--- src/gdp_port_consts.vh ---
// Constants for the instrument-side IEEE-488 port.
// Assumes a single 50 MHz core clock; included by gdp_port.v.
`ifndef GDP_PORT_CONSTS_VH
`define GDP_PORT_CONSTS_VH
`define GDP_CLK_NS       20
`define GDP_SETTLE_NS    2000
`define GDP_FLASH_MS     100
`define GDP_ADR_BIT      3
`define GDP_SW_ADDR_ON   0
`define GDP_CMD_MASK     7'h60
`define GDP_CMD_LAG      7'h20
`define GDP_CMD_TAG      7'h40
`define GDP_CMD_UNL      7'h3f
`define GDP_CMD_UNT      7'h5f
`define GDP_CMD_GTL      7'h01
`define GDP_CMD_SDC      7'h04
`define GDP_CMD_GET      7'h08
`define GDP_CMD_LLO      7'h11
`define GDP_CMD_DCL      7'h14
`define GDP_CMD_SPE      7'h18
`define GDP_CMD_SPD      7'h19
`define GDP_RSV_BIT      6
`define GDP_ADDR_NONE    5'h00
`endif

--- src/gdp_port.v ---
// IEEE-488 device port: handshakes, talker, listener, service request,
// remote/local, clear and trigger. Bus pins arrive unsynchronised and
// active low; open-collector outputs are an enable only (out held low).
// Notes on behaviour
// - Switch 1 on: addressable, obeys controller
// - Own address 1 to 30; 0 and 31 never addressed
// - Address is weights of off switches 4-8
// - Factory switches give address six
// - Switch 1 off at power-up: talk-only
// - Talk-only: button press starts measurement unless a result is pending
// - Talk-only: send result, flash listen lamp
// - Talk lamp while sending, always in talk-only
// - Full source handshake
// - Full acceptor handshake
// - Send only when talk-addressed or talk-only
// - Accept data only when listen-addressed
// - Can raise service request
// - Remote and local under bus control
// - Device clear restores factory defaults
// - Bus trigger starts measurement
// - No parallel poll, controller, extended addressing
// - Remote lamp while bus-controlled
// - Listen lamp while receiving
// - Lockout ignores push buttons
// - Status bit 6 set on request, poll clears
// - Trigger only in trigger-on-command modes
`include "gdp_port_consts.vh"
`default_nettype none
module gdp_port #(
    parameter integer FLASH_CYC = `GDP_FLASH_MS * 1000000 / `GDP_CLK_NS
) (
    input  wire       core_clk,
    input  wire       reset_n,
    input  wire [7:0] dip_sw,
    input  wire [7:0] dio_n_in,
    input  wire       atn_n_in,
    input  wire       eoi_n_in,
    input  wire       dav_n_in,
    input  wire       nrfd_n_in,
    input  wire       ndac_n_in,
    input  wire       ifc_n_in,
    input  wire       ren_n_in,
    output wire [7:0] dio_n_out,
    output reg  [7:0] dio_n_oe,
    output wire       eoi_n_out,
    output reg        eoi_n_oe,
    output wire       dav_n_out,
    output reg        dav_n_oe,
    output wire       nrfd_n_out,
    output reg        nrfd_n_oe,
    output wire       ndac_n_out,
    output reg        ndac_n_oe,
    output wire       srq_n_out,
    output wire       srq_n_oe,
    input  wire       button_press,
    input  wire       trig_on_get,
    input  wire       srq_request,
    input  wire [7:0] status_in,
    input  wire       meas_done,
    input  wire [7:0] tx_data,
    input  wire       tx_valid,
    input  wire       tx_last,
    output wire       tx_ready,
    output reg  [7:0] rx_data,
    output reg        rx_valid,
    output reg        rx_last,
    output reg        meas_start,
    output reg        dev_clear,
    output reg        talk_only,
    output wire [4:0] own_addr,
    output reg        lamp_remote,
    output wire       lamp_listen,
    output wire       lamp_talk,
    output reg        lamp_lockout,
    output reg        status_rsv
);
    localparam integer SETTLE_CYC = (`GDP_SETTLE_NS + `GDP_CLK_NS - 1) / `GDP_CLK_NS;
    localparam [1:0] SH_IDLE = 2'd0, SH_SETTLE = 2'd1, SH_DAV = 2'd2;
    localparam [1:0] AH_READY = 2'd0, AH_HOLD = 2'd1, AH_WAIT = 2'd2;
    function [4:0] sw_addr;
        input [7:0] sw;
        integer i;
        begin
            for (i = 0; i < 5; i = i + 1)
                sw_addr[4 - i] = ~sw[`GDP_ADR_BIT + i];
        end
    endfunction
    function cmd_is;
        input [6:0] cmd;
        input [6:0] code;
        begin
            cmd_is = (cmd == code);
        end
    endfunction
    // Two flops on every bus pin and switch; first stage read by nothing else
    reg [22:0] sync1_reg, sync2_reg;
    always @(posedge core_clk or negedge reset_n) begin
        if (!reset_n) begin
            sync1_reg <= 23'h7fffff;
            sync2_reg <= 23'h7fffff;
        end else begin
            sync1_reg <= {dip_sw, dio_n_in, atn_n_in, eoi_n_in, dav_n_in, nrfd_n_in,
                          ndac_n_in, ifc_n_in, ren_n_in};
            sync2_reg <= sync1_reg;
        end
    end
    wire [7:0] sw_s   = sync2_reg[22:15];
    wire [7:0] dio_s  = ~sync2_reg[14:7];
    wire       atn_s  = ~sync2_reg[6];
    wire       eoi_s  = ~sync2_reg[5];
    wire       dav_s  = ~sync2_reg[4];
    wire       nrfd_s = ~sync2_reg[3];
    wire       ndac_s = ~sync2_reg[2];
    wire       ifc_s  = ~sync2_reg[1];
    wire       ren_s  = ~sync2_reg[0];
    assign own_addr = sw_addr(sw_s);
    wire addr_ok = (own_addr != `GDP_ADDR_NONE);
    // mode caught once, after the synchroniser has filled
    reg [1:0]  boot_reg;
    reg [1:0]  sh_reg, ah_reg;
    reg        listen_reg, talk_reg, spe_reg, pend_reg, spoll_reg, sh_eoi_reg, cmd_stb;
    reg [31:0] flash_reg;
    reg [15:0] settle_reg;
    reg [7:0]  sh_byte_reg;
    reg [6:0]  cmd_reg;

    always @(posedge core_clk or negedge reset_n) begin
        if (!reset_n) begin
            boot_reg  <= 2'd0;
            talk_only <= 1'b0;
        end else if (boot_reg != 2'd3) begin
            boot_reg <= boot_reg + 2'd1;
            if (boot_reg == 2'd2)
                talk_only <= ~sw_s[`GDP_SW_ADDR_ON];
        end
    end

    wire cmd_mla = (cmd_reg & `GDP_CMD_MASK) == `GDP_CMD_LAG;
    wire cmd_mta = (cmd_reg & `GDP_CMD_MASK) == `GDP_CMD_TAG;
    wire mine    = addr_ok && (cmd_reg[4:0] == own_addr);
    // secondary addresses and parallel poll fall through unanswered
    always @(posedge core_clk or negedge reset_n) begin
        if (!reset_n) begin
            listen_reg   <= 1'b0;
            talk_reg     <= 1'b0;
            spe_reg      <= 1'b0;
            lamp_remote  <= 1'b0;
            lamp_lockout <= 1'b0;
            dev_clear    <= 1'b0;
            meas_start   <= 1'b0;
        end else begin
            dev_clear  <= 1'b0;
            meas_start <= 1'b0;
            if (ifc_s || talk_only) begin
                listen_reg <= 1'b0;
                talk_reg   <= 1'b0;
                spe_reg    <= ifc_s ? 1'b0 : spe_reg;
            end else if (cmd_stb) begin
                if (cmd_mla && mine) begin
                    listen_reg <= 1'b1;
                    if (ren_s)
                        lamp_remote <= 1'b1;
                end
                if (cmd_is(cmd_reg, `GDP_CMD_UNL))
                    listen_reg <= 1'b0;
                if (cmd_mta)
                    talk_reg <= mine;
                if (cmd_is(cmd_reg, `GDP_CMD_UNT))
                    talk_reg <= 1'b0;
                if (cmd_is(cmd_reg, `GDP_CMD_SPE))
                    spe_reg <= 1'b1;
                if (cmd_is(cmd_reg, `GDP_CMD_SPD))
                    spe_reg <= 1'b0;
                if (cmd_is(cmd_reg, `GDP_CMD_GTL) && listen_reg)
                    lamp_remote <= 1'b0;
                if (cmd_is(cmd_reg, `GDP_CMD_LLO) && ren_s)
                    lamp_lockout <= 1'b1;
                if (cmd_is(cmd_reg, `GDP_CMD_DCL) ||
                    (cmd_is(cmd_reg, `GDP_CMD_SDC) && listen_reg))
                    dev_clear <= 1'b1;
                if (cmd_is(cmd_reg, `GDP_CMD_GET) && listen_reg && trig_on_get)
                    meas_start <= 1'b1;
            end
            if (!ren_s) begin
                lamp_remote  <= 1'b0;
                lamp_lockout <= 1'b0;
            end
            if (button_press && !lamp_lockout && (talk_only ? !pend_reg : 1'b1))
                meas_start <= 1'b1;
        end
    end

    // result pending between reading and last byte
    wire sh_done = (sh_reg == SH_DAV) && !ndac_s;
    always @(posedge core_clk or negedge reset_n) begin
        if (!reset_n) begin
            pend_reg  <= 1'b0;
            flash_reg <= 32'd0;
        end else begin
            if (talk_only && meas_done)
                pend_reg <= 1'b1;
            else if (pend_reg && sh_done && sh_eoi_reg)
                pend_reg <= 1'b0;
            if (talk_only && pend_reg && sh_done && sh_eoi_reg)
                flash_reg <= FLASH_CYC;
            else if (flash_reg != 32'd0)
                flash_reg <= flash_reg - 32'd1;
        end
    end

    // source only when addressed or after a talk-only reading
    wire src_on  = !atn_s && ((talk_reg && !talk_only) || (talk_only && pend_reg));
    wire poll_on = src_on && talk_reg && spe_reg;
    assign tx_ready = (sh_reg == SH_IDLE) && src_on && !poll_on;

    always @(posedge core_clk or negedge reset_n) begin
        if (!reset_n) begin
            sh_reg      <= SH_IDLE;
            settle_reg  <= 16'd0;
            sh_byte_reg <= 8'h00;
            sh_eoi_reg  <= 1'b0;
            spoll_reg   <= 1'b0;
        end else begin
            case (sh_reg)
                SH_IDLE: begin
                    if (poll_on) begin
                        sh_byte_reg <= status_in;
                        sh_byte_reg[`GDP_RSV_BIT] <= status_rsv;
                        sh_eoi_reg  <= 1'b0;
                        spoll_reg   <= 1'b1;
                        settle_reg  <= SETTLE_CYC[15:0];
                        sh_reg      <= SH_SETTLE;
                    end else if (src_on && tx_valid) begin
                        sh_byte_reg <= tx_data;
                        sh_eoi_reg  <= tx_last;
                        spoll_reg   <= 1'b0;
                        settle_reg  <= SETTLE_CYC[15:0];
                        sh_reg      <= SH_SETTLE;
                    end
                end
                SH_SETTLE: begin
                    if (!src_on)
                        sh_reg <= SH_IDLE;
                    else if (settle_reg != 16'd0)
                        settle_reg <= settle_reg - 16'd1;
                    else if (!nrfd_s && ndac_s)
                        sh_reg <= SH_DAV;
                end
                SH_DAV: begin
                    // Attention from controller aborts the byte
                    if (!ndac_s || atn_s)
                        sh_reg <= SH_IDLE;
                end
                default: sh_reg <= SH_IDLE;
            endcase
        end
    end

    // request bit; set beats poll clear
    always @(posedge core_clk or negedge reset_n) begin
        if (!reset_n)
            status_rsv <= 1'b0;
        else if (srq_request)
            status_rsv <= 1'b1;
        else if (sh_done && spoll_reg)
            status_rsv <= 1'b0;
    end
    assign srq_n_out = 1'b0;
    assign srq_n_oe  = status_rsv;

    // acceptor: commands always, data only as listener
    wire acc_on = atn_s || (listen_reg && !talk_only);
    always @(posedge core_clk or negedge reset_n) begin
        if (!reset_n) begin
            ah_reg   <= AH_READY;
            cmd_reg  <= 7'h00;
            cmd_stb  <= 1'b0;
            rx_data  <= 8'h00;
            rx_valid <= 1'b0;
            rx_last  <= 1'b0;
        end else begin
            cmd_stb  <= 1'b0;
            rx_valid <= 1'b0;
            case (ah_reg)
                AH_READY: begin
                    if (acc_on && dav_s) begin
                        if (atn_s) begin
                            cmd_reg <= dio_s[6:0];
                            cmd_stb <= 1'b1;
                        end else begin
                            rx_data  <= dio_s;
                            rx_last  <= eoi_s;
                            rx_valid <= 1'b1;
                        end
                        ah_reg <= AH_HOLD;
                    end
                end
                AH_HOLD: ah_reg <= AH_WAIT;
                AH_WAIT: begin
                    if (!dav_s)
                        ah_reg <= AH_READY;
                end
                default: ah_reg <= AH_READY;
            endcase
        end
    end

    // Open-collector drive: enable pulls the line low
    always @* begin
        dio_n_oe  = (sh_reg != SH_IDLE) ? sh_byte_reg : 8'h00;
        eoi_n_oe  = (sh_reg != SH_IDLE) && sh_eoi_reg;
        dav_n_oe  = (sh_reg == SH_DAV);
        nrfd_n_oe = acc_on && (ah_reg != AH_READY);
        ndac_n_oe = acc_on && (ah_reg != AH_WAIT);
    end
    assign dio_n_out  = 8'h00;
    assign eoi_n_out  = 1'b0;
    assign dav_n_out  = 1'b0;
    assign nrfd_n_out = 1'b0;
    assign ndac_n_out = 1'b0;

    // listen lamp, momentary flash in talk-only
    assign lamp_listen = listen_reg || (flash_reg != 32'd0);
    assign lamp_talk = talk_only || talk_reg;
endmodule
`default_nettype wire

--- config.mk ---
export PLATFORM = sky130hd
export DESIGN_NAME = gdp_port
export DESIGN_NICKNAME = d
export VERILOG_FILES = /design/src/gdp_port.v
export VERILOG_INCLUDE_DIRS = /design/src
export SDC_FILE = /design/constraint.sdc
export NUM_CORES = 1
export LEC_CHECK = 0
export ABC_AREA = 1
export BUFFER_PORTS_ARGS = -buffer_cell sky130_fd_sc_hd__clkbuf_2
export CORE_ASPECT_RATIO = 0.8
export CORE_MARGIN = 5
export CORE_UTILIZATION = 45
export DETAILED_ROUTE_END_ITERATION = 8
export PLACE_DENSITY = 0.7
export SETUP_SLACK_MARGIN = 0.05
export SLEW_MARGIN = 20
export SYNTH_ARGS = -nofsm -noshare
export SYNTH_HDL_FRONTEND = slang
export SYNTH_SLANG_ARGS = --single-unit
--- constraint.sdc ---
create_clock -name core_clk -period 2.2 [get_ports core_clk]
set_input_delay 0.44 -clock core_clk [delete_from_list [all_inputs] [get_ports core_clk]]
set_output_delay 0.44 -clock core_clk [all_outputs]
set_load 0.02 [all_outputs]
==> results of run 1 <==
[power by group]
group,leakage (nW),switching [mW],internal (mW)
registers,1.58,0.565,3.06
clock network,0.305,1.17,1.85
logic,2.16,1.67,0.952
total,4.05,3.40,5.86
[logic make-up after synthesis]
logic type               after synthesis  synth area share (%)
AO/OA/AOI/OAI                         88                  7.93
adder cells (fa/ha/maj)                5                 0.951
buffers and inverters                143                  9.82
XOR/XNOR                              14                  1.86
other                                  1                0.0570
AND/OR/NAND/NOR                      427                  27.6
flip-flops                           134                  51.8
[routing by layer]
metal | global-route usage (%) | vias to the layer above
met1 | 25.2 | 2580
met5 | 0 | -
li1 | - | 2746
met3 | 3.89 | 24
met4 | 5.65 | 0
met2 | 27.5 | 157
[final cells by class]
class	instances	area [sq um]	area share, %
multi-input cells	547	2650	33.0
repair buffers	111	673	8.40
flip-flops and latches	134	3410	42.5
clock buffers	18	439	5.48
well taps	184	230	2.87
clock inverters	14	188	2.34
inverters	114	428	5.34
[how the worst max path moves through the flow]
stage                  startpoint        endpoint  slack [ps]
finish              flash_reg[13]     lamp_listen          50
global route        flash_reg[10]     lamp_listen         -20
CTS                 flash_reg[19]     lamp_listen          40
detailed placement  settle_reg[0]  settle_reg[11]         230
global placement     flash_reg[0]   flash_reg[26]         260
floorplan            flash_reg[0]     lamp_listen         370
[synth_stat cells (2+ instances only)]
cell	instances	area share, %
sky130_fd_sc_hd__nand2_2	3	0.29
sky130_fd_sc_hd__nand3_2	2	0.30
sky130_fd_sc_hd__nand3_1	47	3.6
sky130_fd_sc_hd__buf_4	16	1.8
sky130_fd_sc_hd__ha_1	5	0.95
sky130_fd_sc_hd__nand2_4	2	0.34
sky130_fd_sc_hd__nand4_1	20	1.9
sky130_fd_sc_hd__xor2_1	11	1.5
sky130_fd_sc_hd__buf_2	4	0.30
sky130_fd_sc_hd__nor3_2	2	0.30
sky130_fd_sc_hd__nor3_1	13	0.99
sky130_fd_sc_hd__inv_1	113	6.4
sky130_fd_sc_hd__o21bai_1	6	0.68
sky130_fd_sc_hd__a21oi_1	20	1.5
sky130_fd_sc_hd__nor2_1	151	8.6
sky130_fd_sc_hd__dfstp_2	42	17
sky130_fd_sc_hd__o21ai_2	12	1.6
sky130_fd_sc_hd__xnor2_1	3	0.40
sky130_fd_sc_hd__o21ai_0	45	3.4
sky130_fd_sc_hd__nand3b_1	2	0.23
sky130_fd_sc_hd__clkbuf_1	4	0.23
sky130_fd_sc_hd__nand2_1	179	10
sky130_fd_sc_hd__buf_6	2	0.34
sky130_fd_sc_hd__nor2_4	2	0.34
sky130_fd_sc_hd__dfrtp_1	92	35
[worst max-delay path, delay by kind of cell, from the launching register on]
family	cells	cell delay, ps
and+or+nand+nor	6	720
DFF	1	440
buffers and inverters	1	140
[repair_timing]
action / 4_1_cts / 5_1_grt
hold buffers: 1 / 0
setup endpoints to repair: 2 / 16
hold endpoints to repair: 10 / 0
gates resized for setup: 16 / 12
pin swaps: 1 / 10
buffers inserted: 1 / 13
[through the flow]
step	instances	setup slack [ps]	hold WS (ps)	cell area, sq um	utilization, %
CTS	1109	38.7	88.7	7870	55.0
finish	1122	51.4	96.7	8010	56.0
floorplan	824	372	144	6620	-
global placement	1075	262	345	7170	50.2
global route	1122	-19.6	78.9	8010	56.0
detailed placement	1075	234	347	7170	50.2
==> parameters.txt, run 1 <==
Parameter                              Value

Outcome
  Result of the run    finished clean

Logic synthesis
  Mean cell area of the mapped netlist    8.10 sq um
  Number of unique standard cell types used by synthesis    39
  Count of yosys warnings during synthesis    0
  Primary FF master, synth    sky130_fd_sc_hd__dfrtp_1
  Register bit total from synthesis    134
  Instance count of the mapped netlist    812
  Fraction of the yosys area taken by sequential cells    51.8%
  Number of synthesized flops with an enable pin    0
  Share of flip-flops with an asynchronous set or reset    100%
  Summed instance area of the synthesized netlist    6580 sq um

Critical path
  Number of cell instances on the worst register-to-register path    8
  Worst path cell trace    nor2_2, nand2_2, nor2_4, nand2_1, nor2_4, nand3_2, buf_6
  Worst Setup End Kind    primary output
  Worst reg2reg startpoint    sh_reg[0]
  Type of element launching the critical path    flip-flop
  Largest incremental delay on the critical path    440 ps
  Cell type with the highest occurrence count on the critical path    sky130_fd_sc_hd__nor2_4
  Slowest library cell on the worst path    sky130_fd_sc_hd__dfrtp_1
  Critical path start-end classification    reg -> out
  Flop-to-flop setup slack    220 ps
  Worst reg2reg path endpoint    flash_reg[1]
  Required arrival time at the worst endpoint    1760 ps
  Arrival time at the worst endpoint    1710 ps
  Largest fanout of any net on the critical path    4

Drt
  Antenna-violating nets left    0
  Highest routed metal layer    met4
  Per-cell routed wire length    13.6 microns
  Detailed-routed wire length on met2    7040 microns
  1st-pass router iterations    5
  DRC marker count from the first detailed-route iteration    338
  Routed wire length on met3    868 microns
  Via total after detailed routing    5507
  Vias per Instance    4.91
  Final wirelength    15200 microns
  Number of design rule violations left after detail routing    0
  Post-Route M1 WL    7090 microns

STA
  Slew of the pin with the lowest slew margin    703 ps
  Final worst clock skew    9.63 ps
  RSZ-0062 raised after global routing    yes
  Tmin final    2150 ps
  Fmax    465 MHz
  Max-slew headroom at the worst pin    53.1%
  Number of hold violations in the final report    0
  Final period util    97.7%
  Setup TNS    0 ps
  Fin. max-slew vios    0
  Final setup violation count    0

Finish
  Most frequent cells in the layout    176 x sky130_fd_sc_hd__nand2_1, 140 x sky130_fd_sc_hd__nor2_1, 111 x sky130_fd_sc_hd__inv_1
  Antenna diode count    0
  Leading cell type in the layout, fill and taps excluded    sky130_fd_sc_hd__nand2_1
  Nets    977
  Ratio of cells with drive above 1 in the final layout    24.6%
  Layout-stage area growth over the synthesis result    21.8%
  Largest register FFs    32
  Fillers    1269

Die
  Floorplan die width    145 microns
  I/O pin total    97
  Core region area    14300 sq um
  # rows    39
  Chip height    118 microns
  Initial Utilization    46.0%
  Area of the die    17100 sq um

Pwr
  Maximum resistive drop on vdd    0.711 mV
  Static power due to leakage    4.05 nW
  Power consumption    9.26 mW
  Pwr per Cell Area    1160 nW/um^2

Clocking
  Clock sink count    134
  Root Driver    sky130_fd_sc_hd__clkbuf_16
  Count of H-tree levels built during CTS    4
  Deepest clock path buffer count    2
  CTS clk-pin slew, worst paths    60 ps
  Clock tree from TritonCTS    yes
  Total clock buffers created by CTS    17
  Insertion delay of the later-clocked pin in the worst-skew pair    420 ps

Global routing
  Pin count of the biggest net entering global routing    57
  Wire length of the first global-routing pass    25300 microns
  Aggregate global routing overflow    0
  GR Util All Layers    17.8%
  Number of antenna violations at the first check in global routing    0
  Vias in the first global route    5171

Worst hold path
  Hold path cells    1
  Tightest Hold Check Type    in -> reg
  Worst Hold Path EP    sync1_reg[5]
  Start point of the worst hold path    eoi_n_in

Job
  Max-cap check violation count    0

Placement
  Final estimated routing congestion in global placement    0.880
  Placed wire-length estimate after detailed placement    10800 microns
  Port buffer count    80
No activity file was read; power rests on OpenSTA's default activity.
==> inputs of run 2 (changes only) <==
--- a/config.mk
+++ b/config.mk
@@ -8,11 +8,13 @@
 export LEC_CHECK = 0
 export ABC_AREA = 1
 export BUFFER_PORTS_ARGS = -buffer_cell sky130_fd_sc_hd__clkbuf_2
+export CELL_PAD_IN_SITES_DETAIL_PLACEMENT = 1
+export CELL_PAD_IN_SITES_GLOBAL_PLACEMENT = 1
 export CORE_ASPECT_RATIO = 0.8
 export CORE_MARGIN = 5
-export CORE_UTILIZATION = 45
+export CORE_UTILIZATION = 42
 export DETAILED_ROUTE_END_ITERATION = 8
-export PLACE_DENSITY = 0.7
+export PLACE_DENSITY = 0.84
 export SETUP_SLACK_MARGIN = 0.05
 export SLEW_MARGIN = 20
 export SYNTH_ARGS = -nofsm -noshare
==> run 2 against run 1 <==
Worst hold slack worse by 10 ps. Sequential power up 2%. Critical endpoint unchanged. Largest power group unchanged. Maximum frequency down 1.9%. Largest cell class unchanged. Clock skew up 5.7 ps. Flip-flop and latch count unchanged. Global-route usage up 4.4 points.
==> parameters.txt, run 2 (synthesized netlist as in run 1, its figures left out) <==
Parameter                              Value

Placement
  Placed Instance Area    7230 sq um
  Port buffer count    80
  Pre-CTS setup slack    212 ps
  Total placed cells including tap cells    1102
  Placed wire-length estimate after detailed placement    13300 microns
  Final estimated routing congestion in global placement    0.866

Finish
  Ratio of cells with drive above 1 in the final layout    24.9%
  Largest register FFs    32
  Final Instance Area    8000 sq um
  Antenna diode count    0
  Fillers    1898
  Leading cell type in the layout, fill and taps excluded    sky130_fd_sc_hd__nand2_1
  Layout-stage area growth over the synthesis result    21.6%
  Fin cells    1149
  Most frequent cells in the layout    177 x sky130_fd_sc_hd__nand2_1, 138 x sky130_fd_sc_hd__nor2_1, 111 x sky130_fd_sc_hd__inv_1
  Share of the core filled with cells    52.6%
  Nets    978

Drt
  Antenna-violating nets left    0
  Number of design rule violations left after detail routing    0
  Via total after detailed routing    5836
  Vias per Instance    5.08
  DRC marker count from the first detailed-route iteration    267
  1st-pass router iterations    5
  Final wirelength    20100 microns
  Per-cell routed wire length    17.5 microns

Critical path
  Critical path start-end classification    reg -> out
  Largest incremental delay on the critical path    450 ps
  Required arrival time at the worst endpoint    1760 ps
  Worst path cell trace    nor2_2, nand2_1, nor2_2, nand2_1, nor2_4, nand3_2, buf_6
  Slowest library cell on the worst path    sky130_fd_sc_hd__dfrtp_1
  Worst Setup End Kind    primary output
  Type of element launching the critical path    flip-flop
  Largest fanout of any net on the critical path    4
  Combined buffer and inverter count along the critical path    1
  Crit path max-delay family    simple AND/OR/NAND/NOR gates
  Arrival time at the worst endpoint    1750 ps

STA
  Tmin final    2190 ps
  Number of hold violations in the final report    0
  Worst path setup slack after routing    9.73 ps
  Fin. max-slew vios    0
  Final period util    99.6%
  Slew of the pin with the lowest slew margin    778 ps
  Final setup violation count    0
  Fmax    457 MHz
  Final worst clock skew    15.3 ps
  Max-slew headroom at the worst pin    48.1%
  RSZ-0062 raised after global routing    yes

Die
  I/O pin total    97
  Core region area    15200 sq um
  # rows    40
  Chip height    122 microns
  Floorplan die width    150 microns
  Area of the die    18300 sq um
  Initial Utilization    43.2%

Clocking
  Root Driver    sky130_fd_sc_hd__clkbuf_16
  Insertion delay of the later-clocked pin in the worst-skew pair    430 ps
  Clock tree from TritonCTS    yes
  Clock sink count    134
  CTS clk-pin slew, worst paths    70 ps
  Deepest clock path buffer count    2
  Count of H-tree levels built during CTS    4
  Total clock buffers created by CTS    17

Global routing
  Wire length of the first global-routing pass    31900 microns
  Aggregate global routing overflow    0
  Vias in the first global route    6272
  GR Util All Layers    22.2%
  Pin count of the biggest net entering global routing    43
  Number of antenna violations at the first check in global routing    0

Worst hold path
  Tightest Hold Check Type    in -> reg

Pwr
  Pwr per Cell Area    1170 nW/um^2
  Maximum resistive drop on vdd    0.613 mV
  Static power due to leakage    4.03 nW
  Power consumption    9.36 mW

Outcome
  Result of the run    finished clean

Job
  Max-cap check violation count    0
## run 2: final timing paths
path	startpoint	end	slack (ps)	cells past startpoint
setup / recovery	flash_reg[14]	lamp_listen	10	7
hold / removal	dip_sw[0]	sync1_reg[15]	90	1
setup reg to reg	talk_only	flash_reg[0]	180	6
hold reg to reg	sync1_reg[20]	sync2_reg[20]	360	0
max in group asynchronous	reset_n	sync2_reg[3]	1060	3
min in group asynchronous	reset_n	talk_only	500	2
## run 2: metal layers
layer | GRT usage, % | part of all wire [%]
met5 | 0 | 0
met4 | 6.40 | 2.0
met1 | 28.0 | 43
met3 | 5.47 | 5.4
met2 | 38.1 | 50
## run 2: final cells by class
cell class / instances / area [sq um] / area share (%)
flip-flops and latches: 134 / 3410 / 42.6
well taps: 210 / 263 / 3.29
inverters: 114 / 428 / 5.35
clock buffers: 19 / 443 / 5.54
repair buffers: 112 / 681 / 8.51
clock inverters: 13 / 121 / 1.52
multi-input cells: 547 / 2650 / 33.2
## run 2: per-stage QoR
stage | hold slack [ps] | TNS [ps]
3_5_place_dp | 347 | 0
5_1_grt | 71.1 | -66.2
6_report | 86.5 | 0
4_1_cts | 78.1 | -32.6
3_3_place_gp | 345 | 0
2_1_floorplan | 144 | 0
## run 2: timing repair
action / 4_1_cts / 5_1_grt
setup endpoints to repair: 2 / 18
gates cloned: 0 / 0
endpoints found under the hold margin: 23 / 0
buffers inserted: 0 / 14
pin swaps: 3 / 8
gates resized for setup: 12 / 19
hold buffers: 1 / 0
## run 2: report_power, final
group / total, mW / internal (mW) / switching, mW
registers: 3.69 / 3.06 / 0.631
clock network: 2.80 / 1.60 / 1.20
logic: 2.87 / 0.991 / 1.88
total: 9.36 / 5.65 / 3.71
==> inputs of run 3 (changes only) <==
--- a/config.mk
+++ b/config.mk
@@ -14,7 +14,9 @@
 export CORE_MARGIN = 5
 export CORE_UTILIZATION = 42
 export DETAILED_ROUTE_END_ITERATION = 8
+export GPL_ROUTABILITY_DRIVEN = 0
 export PLACE_DENSITY = 0.84
+export RECOVER_POWER = 100
 export SETUP_SLACK_MARGIN = 0.05
 export SLEW_MARGIN = 20
 export SYNTH_ARGS = -nofsm -noshare
==> run 3 against run 2 <==
Register-to-register slack worse by 90 ps. Flip-flop and latch count stayed put. Non-clock buffer count stayed put. Cell count stayed put. Count of clock-buffer cells in the layout stayed put. Largest power group unchanged.
==> parameters.txt, run 3 (synthesized netlist as in run 1, its figures left out) <==
Parameter                              Value

Worst hold path
  Worst Hold Path EP    sync1_reg[15]
  Start point of the worst hold path    dip_sw[0]
  Hold path cells    1
  Tightest Hold Check Type    in -> reg

Placement
  Placed Instance Area    7230 sq um
  Total placed cells including tap cells    1102
  Placed wire-length estimate after detailed placement    13300 microns
  Port buffer count    80
  Pre-CTS setup slack    212 ps

STA
  Number of hold violations in the final report    0
  Tmin final    2180 ps
  Final worst clock skew    15.8 ps
  Fin. max-slew vios    0
  Final setup violation count    0
  Fmax    460 MHz
  Slew of the pin with the lowest slew margin    1110 ps
  Final period util    98.9%
  Worst path setup slack after routing    24.0 ps
  Max-slew headroom at the worst pin    25.9%
  RSZ-0062 raised after global routing    yes
  Setup TNS    0 ps

Critical path
  Worst path cell trace    nor2_2, nand2_1, nor2_2, nand2_1, nor2_4, nand3_2, buf_6
  Combined buffer and inverter count along the critical path    1
  Worst reg2reg path endpoint    flash_reg[17]
  Type of element launching the critical path    flip-flop
  Number of cell instances on the worst register-to-register path    7
  Slowest library cell on the worst path    sky130_fd_sc_hd__dfrtp_1
  Largest fanout of any net on the critical path    4
  Required arrival time at the worst endpoint    1760 ps
  Largest incremental delay on the critical path    450 ps
  Critical path start-end classification    reg -> out
  Flop-to-flop setup slack    90 ps
  Worst reg2reg startpoint    flash_reg[24]
  Worst Setup End Kind    primary output
  Crit path max-delay family    simple AND/OR/NAND/NOR gates
  Arrival time at the worst endpoint    1740 ps

Die
  Chip height    122 microns
  # rows    40
  Core region area    15200 sq um
  Floorplan die width    150 microns
  Initial Utilization    43.2%
  Area of the die    18300 sq um
  I/O pin total    97

Clocking
  Total clock buffers created by CTS    17
  Root Driver    sky130_fd_sc_hd__clkbuf_16
  CTS clk-pin slew, worst paths    70 ps
  Clock tree from TritonCTS    yes
  Clock sink count    134
  Count of H-tree levels built during CTS    4
  Deepest clock path buffer count    2
  Insertion delay of the later-clocked pin in the worst-skew pair    430 ps

Finish
  Leading cell type in the layout, fill and taps excluded    sky130_fd_sc_hd__nand2_1
  Fin cells    1149
  Ratio of cells with drive above 1 in the final layout    18.8%
  Largest register FFs    32
  Antenna diode count    0
  Share of the core filled with cells    51.7%
  Nets    978
  Most frequent cells in the layout    179 x sky130_fd_sc_hd__nand2_1, 138 x sky130_fd_sc_hd__nor2_1, 112 x sky130_fd_sc_hd__inv_1
  Layout-stage area growth over the synthesis result    19.6%
  Final Instance Area    7870 sq um

Global routing
  Vias in the first global route    6272
  GR Util All Layers    22.2%
  Pin count of the biggest net entering global routing    43
  Number of antenna violations at the first check in global routing    0
  Aggregate global routing overflow    0
  Wire length of the first global-routing pass    31900 microns

Outcome
  Result of the run    finished clean

Drt
  Number of design rule violations left after detail routing    0
  Final wirelength    20100 microns
  1st-pass router iterations    5
  DRC marker count from the first detailed-route iteration    301
  Via total after detailed routing    5889
  Antenna-violating nets left    0
  Vias per Instance    5.13
  Per-cell routed wire length    17.5 microns

Pwr
  Maximum resistive drop on vdd    0.616 mV
  Pwr per Cell Area    1180 nW/um^2
  Static power due to leakage    3.88 nW

Job
  Max-cap check violation count    0
-- run 3: cell types whose count changed in the layout (fill, tap and decap cells not counted), moves of 5 or more --
cell	previous run	this run
sky130_fd_sc_hd__clkbuf_2	78	50
sky130_fd_sc_hd__clkbuf_1	1	36
sky130_fd_sc_hd__buf_4	29	20
sky130_fd_sc_hd__dfstp_1	0	5
sky130_fd_sc_hd__dfstp_2	42	37
sky130_fd_sc_hd__o21ai_0	45	54
sky130_fd_sc_hd__o21ai_2	12	2
-- run 3: through the flow --
step / power [mW] / hold slack (ps)
after global placement: 5.99 / 345
final: 9.31 / 84.4
after floorplan: 5.31 / 144
after CTS: 9.13 / 78.1
after detailed placement: 6.16 / 347
after global routing: 9.84 / 71.1
-- run 3: report_power, final --
part / internal [mW] / switching (mW)
registers: 3.06 / 0.632
logic: 0.946 / 1.86
clock network: 1.60 / 1.20
-- run 3: per-layer routing --
layer	global-route usage, %	share of wire (%)
met1	28.0	43
met5	0	0
met3	5.47	5.3
met4	6.40	2.0
met2	38.1	50
-- run 3: cell type report --
class	instances	area, sq um
multi-input combinational	547	2590
fill	1923	7350
timing repair buffer	112	613
tap	210	263
clock buffer	19	443
inverter	114	428
clock inverter	13	121
sequential	134	3410
-- run 3: worst max path at each step --
stage,end,from,slack [ps],depth (start not counted)
6_report,lamp_listen,flash_reg[14],20,7
3_3_place_gp,settle_reg[15],settle_reg[0],290,9
5_1_grt,lamp_listen,flash_reg[14],-70,7
2_1_floorplan,lamp_listen,flash_reg[0],370,7
3_5_place_dp,settle_reg[10],settle_reg[0],210,9
4_1_cts,lamp_listen,flash_reg[5],-30,8
-- run 3: what timing repair did --
item	CTS	global route
hold endpoints to repair	23	0
resized for setup	12	19
setup buffers	0	14
setup endpoints to repair	2	18
hold buffers	1	0
pin swaps	3	8
